==> src/uhp_consts.svh <==
`ifndef UHP_CONSTS_SVH
`define UHP_CONSTS_SVH
// Register indices within one channel, selected by the three address inputs.
`define UHP_ADDR_DATA   3'h0
`define UHP_ADDR_IER    3'h1
`define UHP_ADDR_IIR    3'h2
`define UHP_ADDR_LCR    3'h3
`define UHP_ADDR_MCR    3'h4
`define UHP_ADDR_LSR    3'h5
`define UHP_ADDR_MSR    3'h6
`define UHP_ADDR_SCR    3'h7
// Field positions.
`define UHP_MCR_DTR_BIT 0
`define UHP_MCR_IRQ_BIT 3
`define UHP_IER_RX_BIT  0
`define UHP_IER_TX_BIT  1
`define UHP_IER_LS_BIT  2
`define UHP_IER_MS_BIT  3
`define UHP_MSR_DDSR_BIT 1
`define UHP_MSR_DSR_BIT 5
// Reset values.
`define UHP_IER_RST     8'h00
`define UHP_MCR_RST     8'h00
`define UHP_SCR_RST     8'h00
`define UHP_LCR_RST     8'h00
// Interrupt identification codes, highest priority first.
`define UHP_IIR_NONE    8'h01
`define UHP_IIR_LS      8'h06
`define UHP_IIR_RX      8'h04
`define UHP_IIR_TX      8'h02
`define UHP_IIR_MS      8'h00
`endif

==> src/uhp_pkg.sv <==
package uhp_pkg;
  typedef logic [7:0] uhp_byte_t;
  typedef logic [2:0] uhp_addr_t;
  typedef enum logic [1:0] {
    UHP_IDLE  = 2'b00,
    UHP_READ  = 2'b01,
    UHP_WRITE = 2'b10
  } uhp_bus_e;
endpackage

==> src/uhp_chan_if.sv <==
`timescale 1ns/1ps
`default_nettype none
interface uhp_chan_if;
  logic             wr_stb;
  logic [2:0]       addr;
  logic [7:0]       wdata;
  logic [7:0]       rdata;
  logic             rd_stb;
  logic             irq;
  logic             irq_oe_n;
  logic             dtr_n;
  modport host (output wr_stb, output rd_stb, output addr, output wdata,
                input rdata, input irq, input irq_oe_n, input dtr_n);
  modport chan (input wr_stb, input rd_stb, input addr, input wdata,
                output rdata, output irq, output irq_oe_n, output dtr_n);
endinterface
`default_nettype wire

==> src/uhp_channel.sv <==
`timescale 1ns/1ps
`default_nettype none
`include "uhp_consts.svh"
module uhp_channel (
  input  wire logic  clk,          // Clock.
  input  wire logic  rst_n,        // Synchronised reset.
  uhp_chan_if.chan   bus,          // Register access from the host port.
  input  wire logic  set_ready_n,  // Modem ready input, active low.
  input  wire logic  rx_err,       // Receiver error event.
  input  wire logic  rx_avail,     // Receive data available level.
  input  wire logic  tx_space      // Transmit space available level.
);
  logic [7:0] ier_q, mcr_q, scr_q, lcr_q;
  logic       dsr_q, ddsr_q, ls_q, tx_q, tx_lvl_q;
  logic       ms_set, ls_set, ls_clr, ms_clr, tx_clr, tx_set;
  logic [7:0] iir_w, msr_w, lsr_w, rd_w;
  logic       ls_p, rx_p, tx_p, ms_p, pend;

  ////////////////////////////////////////////////////////////////////////////
  assign ms_set = dsr_q != ~set_ready_n;
  assign ls_set = rx_err;
  // Only a rising edge of transmit space sets the flag, so that a clear holds while space lasts.
  assign tx_set = tx_space & ~tx_lvl_q;
  assign ls_clr = bus.rd_stb && bus.addr == `UHP_ADDR_LSR;
  assign ms_clr = bus.rd_stb && bus.addr == `UHP_ADDR_MSR;
  assign tx_clr = (bus.rd_stb && bus.addr == `UHP_ADDR_IIR && iir_w == `UHP_IIR_TX) ||
                  (bus.wr_stb && bus.addr == `UHP_ADDR_DATA);
  // Enabled sources: errors, data available, transmit space, modem change.
  assign ls_p = ls_q & ier_q[`UHP_IER_LS_BIT];
  assign rx_p = rx_avail & ier_q[`UHP_IER_RX_BIT];
  assign tx_p = tx_q & ier_q[`UHP_IER_TX_BIT];
  assign ms_p = ddsr_q & ier_q[`UHP_IER_MS_BIT];
  assign pend = ls_p | rx_p | tx_p | ms_p;
  assign iir_w = ls_p ? `UHP_IIR_LS : rx_p ? `UHP_IIR_RX : tx_p ? `UHP_IIR_TX :
                 ms_p ? `UHP_IIR_MS : `UHP_IIR_NONE;
  assign msr_w = {2'b00, dsr_q, 3'b000, ddsr_q, 1'b0};
  assign lsr_w = {1'b0, tx_space, tx_space, 3'b000, ls_q, rx_avail};
  assign rd_w = bus.addr == `UHP_ADDR_IER ? ier_q :
                bus.addr == `UHP_ADDR_IIR ? iir_w :
                bus.addr == `UHP_ADDR_LCR ? lcr_q :
                bus.addr == `UHP_ADDR_MCR ? mcr_q :
                bus.addr == `UHP_ADDR_LSR ? lsr_w :
                bus.addr == `UHP_ADDR_MSR ? msr_w :
                bus.addr == `UHP_ADDR_SCR ? scr_q : 8'h00;

  ////////////////////////////////////////////////////////////////////////////
  always_ff @(posedge clk or negedge rst_n) begin
    if (!rst_n) begin
      ier_q <= `UHP_IER_RST;
      mcr_q <= `UHP_MCR_RST;
      scr_q <= `UHP_SCR_RST;
      lcr_q <= `UHP_LCR_RST;
    end else if (bus.wr_stb) begin
      if (bus.addr == `UHP_ADDR_IER) ier_q <= {4'h0, bus.wdata[3:0]};
      if (bus.addr == `UHP_ADDR_MCR) mcr_q <= bus.wdata;
      if (bus.addr == `UHP_ADDR_SCR) scr_q <= bus.wdata;
      if (bus.addr == `UHP_ADDR_LCR) lcr_q <= bus.wdata;
    end
  end

  // Event flags: a new event in the clearing cycle keeps the flag set.
  always_ff @(posedge clk or negedge rst_n) begin
    if (!rst_n) begin
      dsr_q  <= 1'b0;
      ddsr_q <= 1'b0;
      ls_q   <= 1'b0;
      tx_q   <= 1'b0;
      tx_lvl_q <= 1'b0;
    end else begin
      dsr_q  <= ~set_ready_n;
      ddsr_q <= ms_set | (ddsr_q & ~ms_clr);
      ls_q   <= ls_set | (ls_q & ~ls_clr);
      tx_lvl_q <= tx_space;
      tx_q   <= tx_set | (tx_q & ~tx_clr & tx_space);
    end
  end

  always_ff @(posedge clk or negedge rst_n) begin
    if (!rst_n) begin
      bus.rdata    <= 8'h00;
      bus.irq      <= 1'b0;
      bus.irq_oe_n <= 1'b1;
      bus.dtr_n    <= 1'b1;
    end else begin
      if (bus.rd_stb) bus.rdata <= rd_w;
      bus.irq      <= pend;
      bus.irq_oe_n <= ~mcr_q[`UHP_MCR_IRQ_BIT];
      bus.dtr_n    <= ~mcr_q[`UHP_MCR_DTR_BIT];
    end
  end
endmodule
`default_nettype wire

==> src/uhp_host_port.sv <==
`timescale 1ns/1ps
`default_nettype none
// Summary of operation
// - Eight-bit data bus driven only during reads, otherwise released.
// - Data bit 0 is the least significant and first serial bit.
// - Read strobe falling edge presents the addressed register on the bus.
// - Write strobe rising edge stores bus data into the addressed register.
// - Each channel has its own active-high interrupt output.
// - Interrupt output driven only while control bit 3 is set; sources enabled individually.
// - Sources: receiver errors, receive data, transmit space, modem status change.
// - After reset each interrupt output is released.
// - Writing 1 to control bit 0 drives terminal ready low.
// - Terminal ready goes high on writing 0, and after reset.
// - Modem ready input is sampled and shown in the status register.
// - Channel select 0 picks channel B, 1 picks channel A.
// - Strobes count only while the active-low chip select is low.
module uhp_host_port (
  input  wire logic       clk,              // 100 MHz clock.
  input  wire logic       nrst,             // Asynchronous reset, active low.
  input  wire logic       chip_select_n,    // Chip select, active low.
  input  wire logic       channel_select,   // 1 = channel A, 0 = channel B.
  input  wire logic [2:0] register_address, // Register address.
  input  wire logic       read_strobe_n,    // Read strobe, active low.
  input  wire logic       write_strobe_n,   // Write strobe, active low.
  input  wire logic [7:0] host_data_in,     // Data bus as seen at the pins.
  output logic      [7:0] host_data_out,    // Read data driven onto the bus.
  output logic            host_data_oe_n,   // Low while the bus is driven.
  output logic      [1:0] channel_irq,      // Interrupt, [1] = A, [0] = B.
  output logic      [1:0] channel_irq_oe_n, // Low while interrupt is driven.
  output logic      [1:0] terminal_ready_n, // Terminal ready, active low.
  input  wire logic [1:0] set_ready_n,      // Modem ready, active low.
  input  wire logic [1:0] rx_error,         // Receiver error events.
  input  wire logic [1:0] rx_avail,         // Receive data available.
  input  wire logic [1:0] tx_space          // Transmit space available.
);
  logic       rst_s1_q, rst_n_q;
  logic [1:0] rd_sync_q, wr_sync_q;
  logic       rd_q, wr_q, cs_hold_q, sel_q;
  logic [2:0] addr_q;
  logic [7:0] data_q;
  logic       rd_fall, wr_rise, rd_active;
  uhp_pkg::uhp_bus_e st_q, st_d;
  logic [7:0] ch_rdata [2];

  always_ff @(posedge clk or negedge nrst) begin
    if (!nrst) begin
      rst_s1_q <= 1'b0;
      rst_n_q  <= 1'b0;
    end else begin
      rst_s1_q <= 1'b1;
      rst_n_q  <= rst_s1_q;
    end
  end

  ////////////////////////////////////////////////////////////////////////////
  // Strobes arrive asynchronously; only the second and third stages feed edge logic.
  always_ff @(posedge clk or negedge rst_n_q) begin
    if (!rst_n_q) begin
      rd_sync_q <= 2'b11;
      wr_sync_q <= 2'b11;
      rd_q      <= 1'b1;
      wr_q      <= 1'b1;
    end else begin
      rd_sync_q <= {rd_sync_q[0], read_strobe_n};
      wr_sync_q <= {wr_sync_q[0], write_strobe_n};
      rd_q      <= rd_sync_q[1];
      wr_q      <= wr_sync_q[1];
    end
  end

  // Address and data are captured while the strobe is low; they are stable then.
  always_ff @(posedge clk or negedge rst_n_q) begin
    if (!rst_n_q) begin
      addr_q    <= 3'h0;
      sel_q     <= 1'b0;
      cs_hold_q <= 1'b0;
      data_q    <= 8'h00;
    end else if (!rd_sync_q[1] || !wr_sync_q[1]) begin
      addr_q    <= register_address;
      sel_q     <= channel_select;
      cs_hold_q <= ~chip_select_n;
      data_q    <= host_data_in;
    end
  end

  assign rd_fall = rd_q & ~rd_sync_q[1] & ~chip_select_n;
  assign wr_rise = ~wr_q & wr_sync_q[1] & cs_hold_q;

  always_comb begin
    st_d = st_q;
    case (st_q)
      uhp_pkg::UHP_IDLE:  st_d = rd_fall ? uhp_pkg::UHP_READ : uhp_pkg::UHP_IDLE;
      uhp_pkg::UHP_READ:  st_d = rd_sync_q[1] ? uhp_pkg::UHP_IDLE : uhp_pkg::UHP_READ;
      default:            st_d = uhp_pkg::UHP_IDLE;
    endcase
  end

  always_ff @(posedge clk or negedge rst_n_q) begin
    if (!rst_n_q) st_q <= uhp_pkg::UHP_IDLE;
    else          st_q <= st_d;
  end

  // Read data are captured one cycle after the read edge inside the channel.
  assign rd_active = st_q == uhp_pkg::UHP_READ;

  ////////////////////////////////////////////////////////////////////////////
  genvar ch;
  generate
    for (ch = 0; ch < 2; ch++) begin : g_ch
      uhp_chan_if cif ();
      // Channel index 1 is A (select high), 0 is B (select low).
      assign cif.rd_stb = rd_fall & (channel_select == ch);
      assign cif.wr_stb = wr_rise & (sel_q == ch);
      assign cif.addr   = rd_fall ? register_address : addr_q;
      assign cif.wdata  = data_q;
      assign ch_rdata[ch]        = cif.rdata;
      assign channel_irq[ch]     = cif.irq;
      assign channel_irq_oe_n[ch] = cif.irq_oe_n;
      assign terminal_ready_n[ch] = cif.dtr_n;
      uhp_channel u_chan (
        .clk         (clk),
        .rst_n       (rst_n_q),
        .bus         (cif),
        .set_ready_n (set_ready_n[ch]),
        .rx_err      (rx_error[ch]),
        .rx_avail    (rx_avail[ch]),
        .tx_space    (tx_space[ch])
      );
    end
  endgenerate

  logic rd_sel_q;
  always_ff @(posedge clk or negedge rst_n_q) begin
    if (!rst_n_q) rd_sel_q <= 1'b0;
    else if (rd_fall) rd_sel_q <= channel_select;
  end

  // Bus is released as soon as the read strobe returns high or chip select goes high.
  assign host_data_out  = ch_rdata[rd_sel_q];
  assign host_data_oe_n = ~(rd_active & ~chip_select_n & ~read_strobe_n);
endmodule
`default_nettype wire

==> config.mk <==
export PLATFORM = sky130hd
export DESIGN_NAME = uhp_host_port
export DESIGN_NICKNAME = d
export VERILOG_FILES = /design/src/uhp_pkg.sv /design/src/uhp_chan_if.sv /design/src/uhp_channel.sv /design/src/uhp_host_port.sv
export VERILOG_INCLUDE_DIRS = /design/src
export SDC_FILE = /design/constraint.sdc
export NUM_CORES = 1
export LEC_CHECK = 0
export BUFFER_PORTS_ARGS = -buffer_cell sky130_fd_sc_hd__buf_2
export CORE_MARGIN = 1.5
export CORE_UTILIZATION = 60
export CTS_CLUSTER_DIAMETER = 30
export DETAILED_ROUTE_END_ITERATION = 10
export GPL_ROUTABILITY_DRIVEN = 1
export PLACE_DENSITY = 0.77
export SETUP_SLACK_MARGIN = 0.3
export SKIP_CTS_REPAIR_TIMING = 1
export SLEW_MARGIN = 20
export SYNTH_ARGS = -nofsm -noshare
export SYNTH_HDL_FRONTEND = slang
export SYNTH_HIERARCHICAL = 1
export SYNTH_SLANG_ARGS = --single-unit
export TNS_END_PERCENT = 10
==> constraint.sdc <==
create_clock -name clk -period 4.58 [get_ports clk]
set_input_delay 0.458 -clock clk [delete_from_list [all_inputs] [get_ports clk]]
set_output_delay 0.458 -clock clk [all_outputs]
set_load 0.01 [all_outputs]
-- Yosys cells after proc, flatten, opt, wreduce, memory -nomap -nowiden
Index checks and enable logic that the tools add are counted.
- flip-flop bits (word level): 112
- bits of input ports: 25
- output and inout bits: 15
- word-level logic and storage cells: 167
- reductions and logical operators: 25
- mux-type cells: 29
- magnitude comparators: 1
- equality and inequality tests: 12
- bitwise logic cells: 62
- operators by type and width (operator ; count):
    8-bit 2-to-1 mux ; 23
    1-bit AND ; 28
    1-bit inverter ; 21
    8-bit by 2-bit == test with 1-bit output (second input constant) ; 2
    2-bit AND reduction ; 8
    3-bit == test (second input constant) ; 4
    1-bit bitwise OR ; 12
    1-bit logical AND ; 10
    3-bit by 2-bit == test with 1-bit output (second input constant) ; 2
    1-bit 2-to-1 mux ; 4
    2-bit one-hot mux with 2 select lines ; 1
    3-bit by 1-bit == test with 1-bit output (second input constant) ; 1
    3-bit zero test ; 1
    1-bit logical OR ; 3
    3-bit 2-to-1 mux ; 1
    2-bit by 1-bit == test with 1-bit output (second input constant) ; 1
    2-bit greater-or-equal comparator (second input constant) ; 1
    1-bit zero test ; 2
    2-bit zero test ; 1
    1-bit inequality test ; 2
    1-bit inverter with 2-bit output ; 1

-- Logic depth before layout (Yosys ltp)
- word-level depth: 12
- mapped depth: 9

-- Cells and area by module
The synthesis kept the hierarchy.
- by module, submodules not included (module ; area each (sq um) ; instances ; cells each ; sequential area each (sq um)):
    uhp_channel ; 2195.9 ; 2 ; 166 ; 1103.6
    uhp_host_port ; 1043.5 ; 1 ; 68 ; 583.1

-- Worst setup path after synthesis
No wires, ideal clock.
- path kind: register to register
- start point: register rd_q
- end point: register g_ch[0].u_chan.mcr_q[1]
- cell stages (with the launch flop): 8
- path slack: 2.346 ns
- data arrival time: 2.109 ns
- clock period less this slack: 2.234 ns
- required time: 4.455 ns
- buffers on the path: 2
- path through: dfstp_2 -> nor3b_4 -> mux2_2 -> buf_2 -> nor3b_2 -> and2_1 -> buf_6 -> mux2_4
- cells in the longest elaborated chain, start to end: 5
- RTL lines (what ; RTL line ; text):
    from (decl) ; uhp_host_port.sv:38 ; logic rd_q, wr_q, cs_hold_q, sel_q;
    from (signal assigned) ; uhp_host_port.sv:66 ; rd_q <= rd_sync_q[1];
    1-bit AND (2 in a row) ; uhp_host_port.sv:86 ; assign rd_fall = rd_q & ~rd_sync_q[1] & ~chip_select_n;
    3-bit 2-to-1 mux ; uhp_host_port.sv:114 ; assign cif.addr = rd_fall ? register_address : addr_q;
    net g_ch[0].cif.addr[1] ; uhp_chan_if.sv:5 ; logic [2:0] addr;
    3-bit == test (no line) ; -- ;
    2-bit AND reduction (no line) ; -- ;
    to (signal assigned) ; uhp_channel.sv:50 ; mcr_q <= `UHP_MCR_RST;
    to (signal assigned) ; uhp_channel.sv:55 ; if (bus.addr == `UHP_ADDR_MCR) mcr_q <= bus.wdata;
    to (decl) ; uhp_channel.sv:13 ; logic [7:0] ier_q, mcr_q, scr_q, lcr_q;
The timed path passes the listed nets, and every way through them passes these cells.
A chain may end at the register's enable or synchronous reset.

-- Final worst setup path
- start point: register rd_q
- end point: register g_ch[1].u_chan.mcr_q[1]
- cells in the longest elaborated chain, start to end: 5
- RTL lines (what ; RTL line):
    1-bit AND (2 in a row) ; uhp_host_port.sv:86
    3-bit 2-to-1 mux ; --
    net g_ch[0].cif.addr[1] ; uhp_chan_if.sv:5
    3-bit == test (no line) ; --
    2-bit AND reduction (no line) ; --
    to (signal assigned) ; uhp_channel.sv:50
    to (signal assigned) ; uhp_channel.sv:55
    to (decl) ; uhp_channel.sv:13
The timed path passes the listed nets, and every way through them passes these cells.

==> run summary <==
Max stage delay on crit path = 690 ps
Count of warnings emitted by yosys = 6
Number of vias after detailed routing = 3276
Number of library cell types mapped by synthesis = 54
Chip Height = 98.18 um
Crit path capture type = flop
WP data required = 4830 ps
Clock share of power = 0.223
Clk slew on worst S/H paths = 90 ps
Final critical-path share of the clock period = 0.6270
Total nets after synthesis = 425
Setup slack of the critical path after layout = 1708 ps
Pin count of the biggest net entering global routing = 81
Critical path, cell by cell = nor3b_4, mux2_2, nor3b_2, and2_1, mux2_4
HPWL after detailed placement = 7134 um
# IOs = 40
Final setup violation count = 0
Largest fanout on the critical path = 34
First-pass GRT wire length = 18370 um
Leak = 2.766 nW
Via count of the first global-routing pass = 3428
Site Rows = 34
Number of failing hold endpoints at the final stage = 0
Switching power share of the total = 0.2912
Post-layout min period = 2872 ps
Cell area power density = 403.2 mW/mm2
Net switching power figure = 680.7 uW
Setup crit start kind = flop
Crit Path Category = reg2reg
Power consumption = 2.337 mW
Sum of routed wire length over all layers = 11020 um
CP max-delay cell = sky130_fd_sc_hd__mux2_2
RSZ-0062 raised after global routing = false
Syn_area_per_cell = 13.59 um2
Proportion of register bits with asynchronous set or reset after synthesis = 1.000
Part of the power in combinational logic = 0.222
Count of mapped cells out of synthesis = 400
Main synth FF type = sky130_fd_sc_hd__dfrtp_1
Post-DR vias/cell = 6.044
Number of antenna violations at the first check in global routing = 0
CTS buffer count = 9
Maximum frequency from static timing analysis = 348.2 MHz
Floorplan die area = 0.009638 mm2
I/O Buffers = 39
IR Drop Worst-Case VDD = 0.1955 mV
Flip-flop and latch count after synthesis = 111
Largest clock skew in the final design = 9.994 ps
Setup TNS = 0 ps
Post-synth EDFFs = 0
Total grt overflow = 0
Worst hold slack after final layout = 181.3 ps
Final routed wire length divided by cell count = 20.33 um
Non-Filler Instances = 542
Die span in x = 98.18 um
Effective utilization at floorplan = 0.6202
Worst slew margin = 0.4466
Final slew viol count = 0
Root Buffer = sky130_fd_sc_hd__clkbuf_8
H-Tree Depth = 3
Crit path DAT = 3120 ps
Final ANT Viol Nets = 0
Fraction of final layout cells sized beyond drive strength 1 = 0.3802
Slew @ Worst Pin = 830.1 ps
Antenna diode instance count = 0
Violation count after the first detailed-routing iteration = 143
Clock net sink count = 111
Internal power contribution = 1.657 mW
Source-to-sink clock delay at the later pin of the worst-skew pair = 370 ps
Maximum clock insertion buffer count = 2
Result of the run = completed
Core area = 0.008763 mm2
Placed insts = 524
RePlAce Congestion = 0.8355
Placement Setup Slack = 1359 ps
Sequential fraction of the synthesis area = 0.5134
TritonCTS clock tree = built
Total DRC errors in the routed layout = 0
Area growth from synthesis to layout = 6.653%
Sequential group share of total power = 0.554
Overall routing resource usage = 0.2455
Area of the mapped netlist = 0.005435 mm2
First drt pass iteration count = 4
Total of max-cap violations = 0
Tightest Hold Check Type = in2reg
Fin nets = 454
[synthesized netlist by cell type, types with 3 or more instances]
cell,n,area share
sky130_fd_sc_hd__inv_1,10,0.0069
sky130_fd_sc_hd__and2_1,3,0.0035
sky130_fd_sc_hd__a32oi_1,4,0.0064
sky130_fd_sc_hd__dfstp_2,10,0.048
sky130_fd_sc_hd__buf_6,9,0.019
sky130_fd_sc_hd__mux2_4,57,0.16
sky130_fd_sc_hd__nand3_1,12,0.011
sky130_fd_sc_hd__nand2b_1,5,0.0058
sky130_fd_sc_hd__mux2i_1,11,0.020
sky130_fd_sc_hd__nor2_1,20,0.014
sky130_fd_sc_hd__o21ai_1,6,0.0055
sky130_fd_sc_hd__nand2_1,16,0.011
sky130_fd_sc_hd__a21oi_1,15,0.014
sky130_fd_sc_hd__dfrtp_1,101,0.47
sky130_fd_sc_hd__buf_4,8,0.011
sky130_fd_sc_hd__nor3b_2,4,0.0092
sky130_fd_sc_hd__a31oi_1,4,0.0046
sky130_fd_sc_hd__a22oi_1,6,0.0083
sky130_fd_sc_hd__nand3b_1,4,0.0055
sky130_fd_sc_hd__nor2b_1,3,0.0035
sky130_fd_sc_hd__mux2_2,15,0.031
sky130_fd_sc_hd__mux2_1,12,0.025
sky130_fd_sc_hd__buf_2,7,0.0064
sky130_fd_sc_hd__o21ai_0,4,0.0037
[power groups by stage]
| stage | Combinational, mW | Sequential, mW | Clock, mW |
|---|---|---|---|
| final | 0.519 | 1.30 | 0.522 |
| after global routing | 0.566 | 1.32 | 0.573 |
| after CTS | 0.509 | 1.30 | 0.536 |
| after detailed placement | 0.505 | 1.32 | 0 |
| after global placement | 0.491 | 1.31 | 0 |
| after floorplan | 0.434 | 1.27 | 0 |
[through the flow]
| stage | instance area, um2 | util |
|---|---|---|
| after floorplan | 5435 | - |
| after global placement | 5588 | 0.6376 |
| after detailed placement | 5588 | 0.6376 |
| after CTS | 5756 | 0.6568 |
| after global routing | 5797 | 0.6615 |
| final | 5797 | 0.6615 |
[worst max-delay path: cells and delay by family (launching register included)]
| family | cells | cell delay (ps) |
|---|---|---|
| DFF | 1 | 550 |
| and+or+nand+nor | 3 | 1170 |
| muxes | 2 | 1040 |
[final cells by class]
type                    count  area, um2
inverters                  10      37.54
clock inverters             4      32.53
multi-input cells         253       2407
well taps                 108      135.1
repair buffers             44      255.2
clock buffers              12      135.1
flip-flops and latches    111       2794
fillers                   655       2967
[state kept, by name, summed over array words and instances (netlist names), 3 cells and up]
name	flops
addr_q	3
data_q	8
g_ch.u_chan/bus.rdata	16
g_ch.u_chan/ier_q	8
g_ch.u_chan/lcr_q	16
g_ch.u_chan/mcr_q	16
g_ch.u_chan/scr_q	16
[path summary, 6_finish.rpt]
check                                            to            from  cells past startpoint  slack [ps]
min                                    wr_sync_q[0]  write_strobe_n                      1         180
max reg2reg                 g_ch[1].u_chan/mcr_q[1]            rd_q                      5        1710
min reg2reg                 g_ch[0].u_chan/scr_q[6]         rst_n_q                      0         280
max in group asynchronous  g_ch[1].u_chan/bus.dtr_n         rst_n_q                      1        3500
min in group asynchronous   g_ch[0].u_chan/scr_q[6]         rst_n_q                      0         280
max                         g_ch[1].u_chan/mcr_q[1]            rd_q                      5        1710
[placed cells by master (no fill, tap or decap), types with 3 or more instances in the layout]
master and n:
sky130_fd_sc_hd__clkbuf_1 3, sky130_fd_sc_hd__mux2_4 58, sky130_fd_sc_hd__mux2_2 14, sky130_fd_sc_hd__and2_1 3, sky130_fd_sc_hd__dfstp_2 10, sky130_fd_sc_hd__a21oi_1 15
sky130_fd_sc_hd__a31oi_1 4, sky130_fd_sc_hd__buf_4 3, sky130_fd_sc_hd__dfrtp_1 100, sky130_fd_sc_hd__o21ai_1 6, sky130_fd_sc_hd__nand3_1 12, sky130_fd_sc_hd__nand3b_1 4
sky130_fd_sc_hd__nand2b_1 5, sky130_fd_sc_hd__a22oi_1 6, sky130_fd_sc_hd__clkbuf_8 9, sky130_fd_sc_hd__nand2_1 16, sky130_fd_sc_hd__mux2i_1 11, sky130_fd_sc_hd__nor2b_1 3
sky130_fd_sc_hd__inv_1 10, sky130_fd_sc_hd__o21ai_0 4, sky130_fd_sc_hd__nor2_1 20, sky130_fd_sc_hd__buf_2 39, sky130_fd_sc_hd__a32oi_1 4, sky130_fd_sc_hd__nor3b_2 4
sky130_fd_sc_hd__mux2_1 12
[kinds of logic (layout without fill, tap and decap cells)]
logic type	after synthesis	after routing	share of synthesized area
AO/OA/AOI/OAI	61	61	0.08057
XOR/XNOR	2	2	0.003223
buffers and inverters	36	70	0.04443
flip-flops	111	111	0.5134
multiplexers	97	97	0.2419
other	1	1	0.0006899
AND/OR/NAND/NOR	92	92	0.1158
[routing by layer]
layer  GRT usage  vias to the layer above  wire length (um)  part of all wire
met2      0.3788                       89              5258              0.48
met5           0                        -                 0                 0
met4     0.06717                        0               149             0.014
li1            -                     1485                 -                 -
met1      0.3575                     1687              5121              0.46
met3     0.05082                       15               489             0.044
Note: power is estimated with default switching activity, not from simulation.
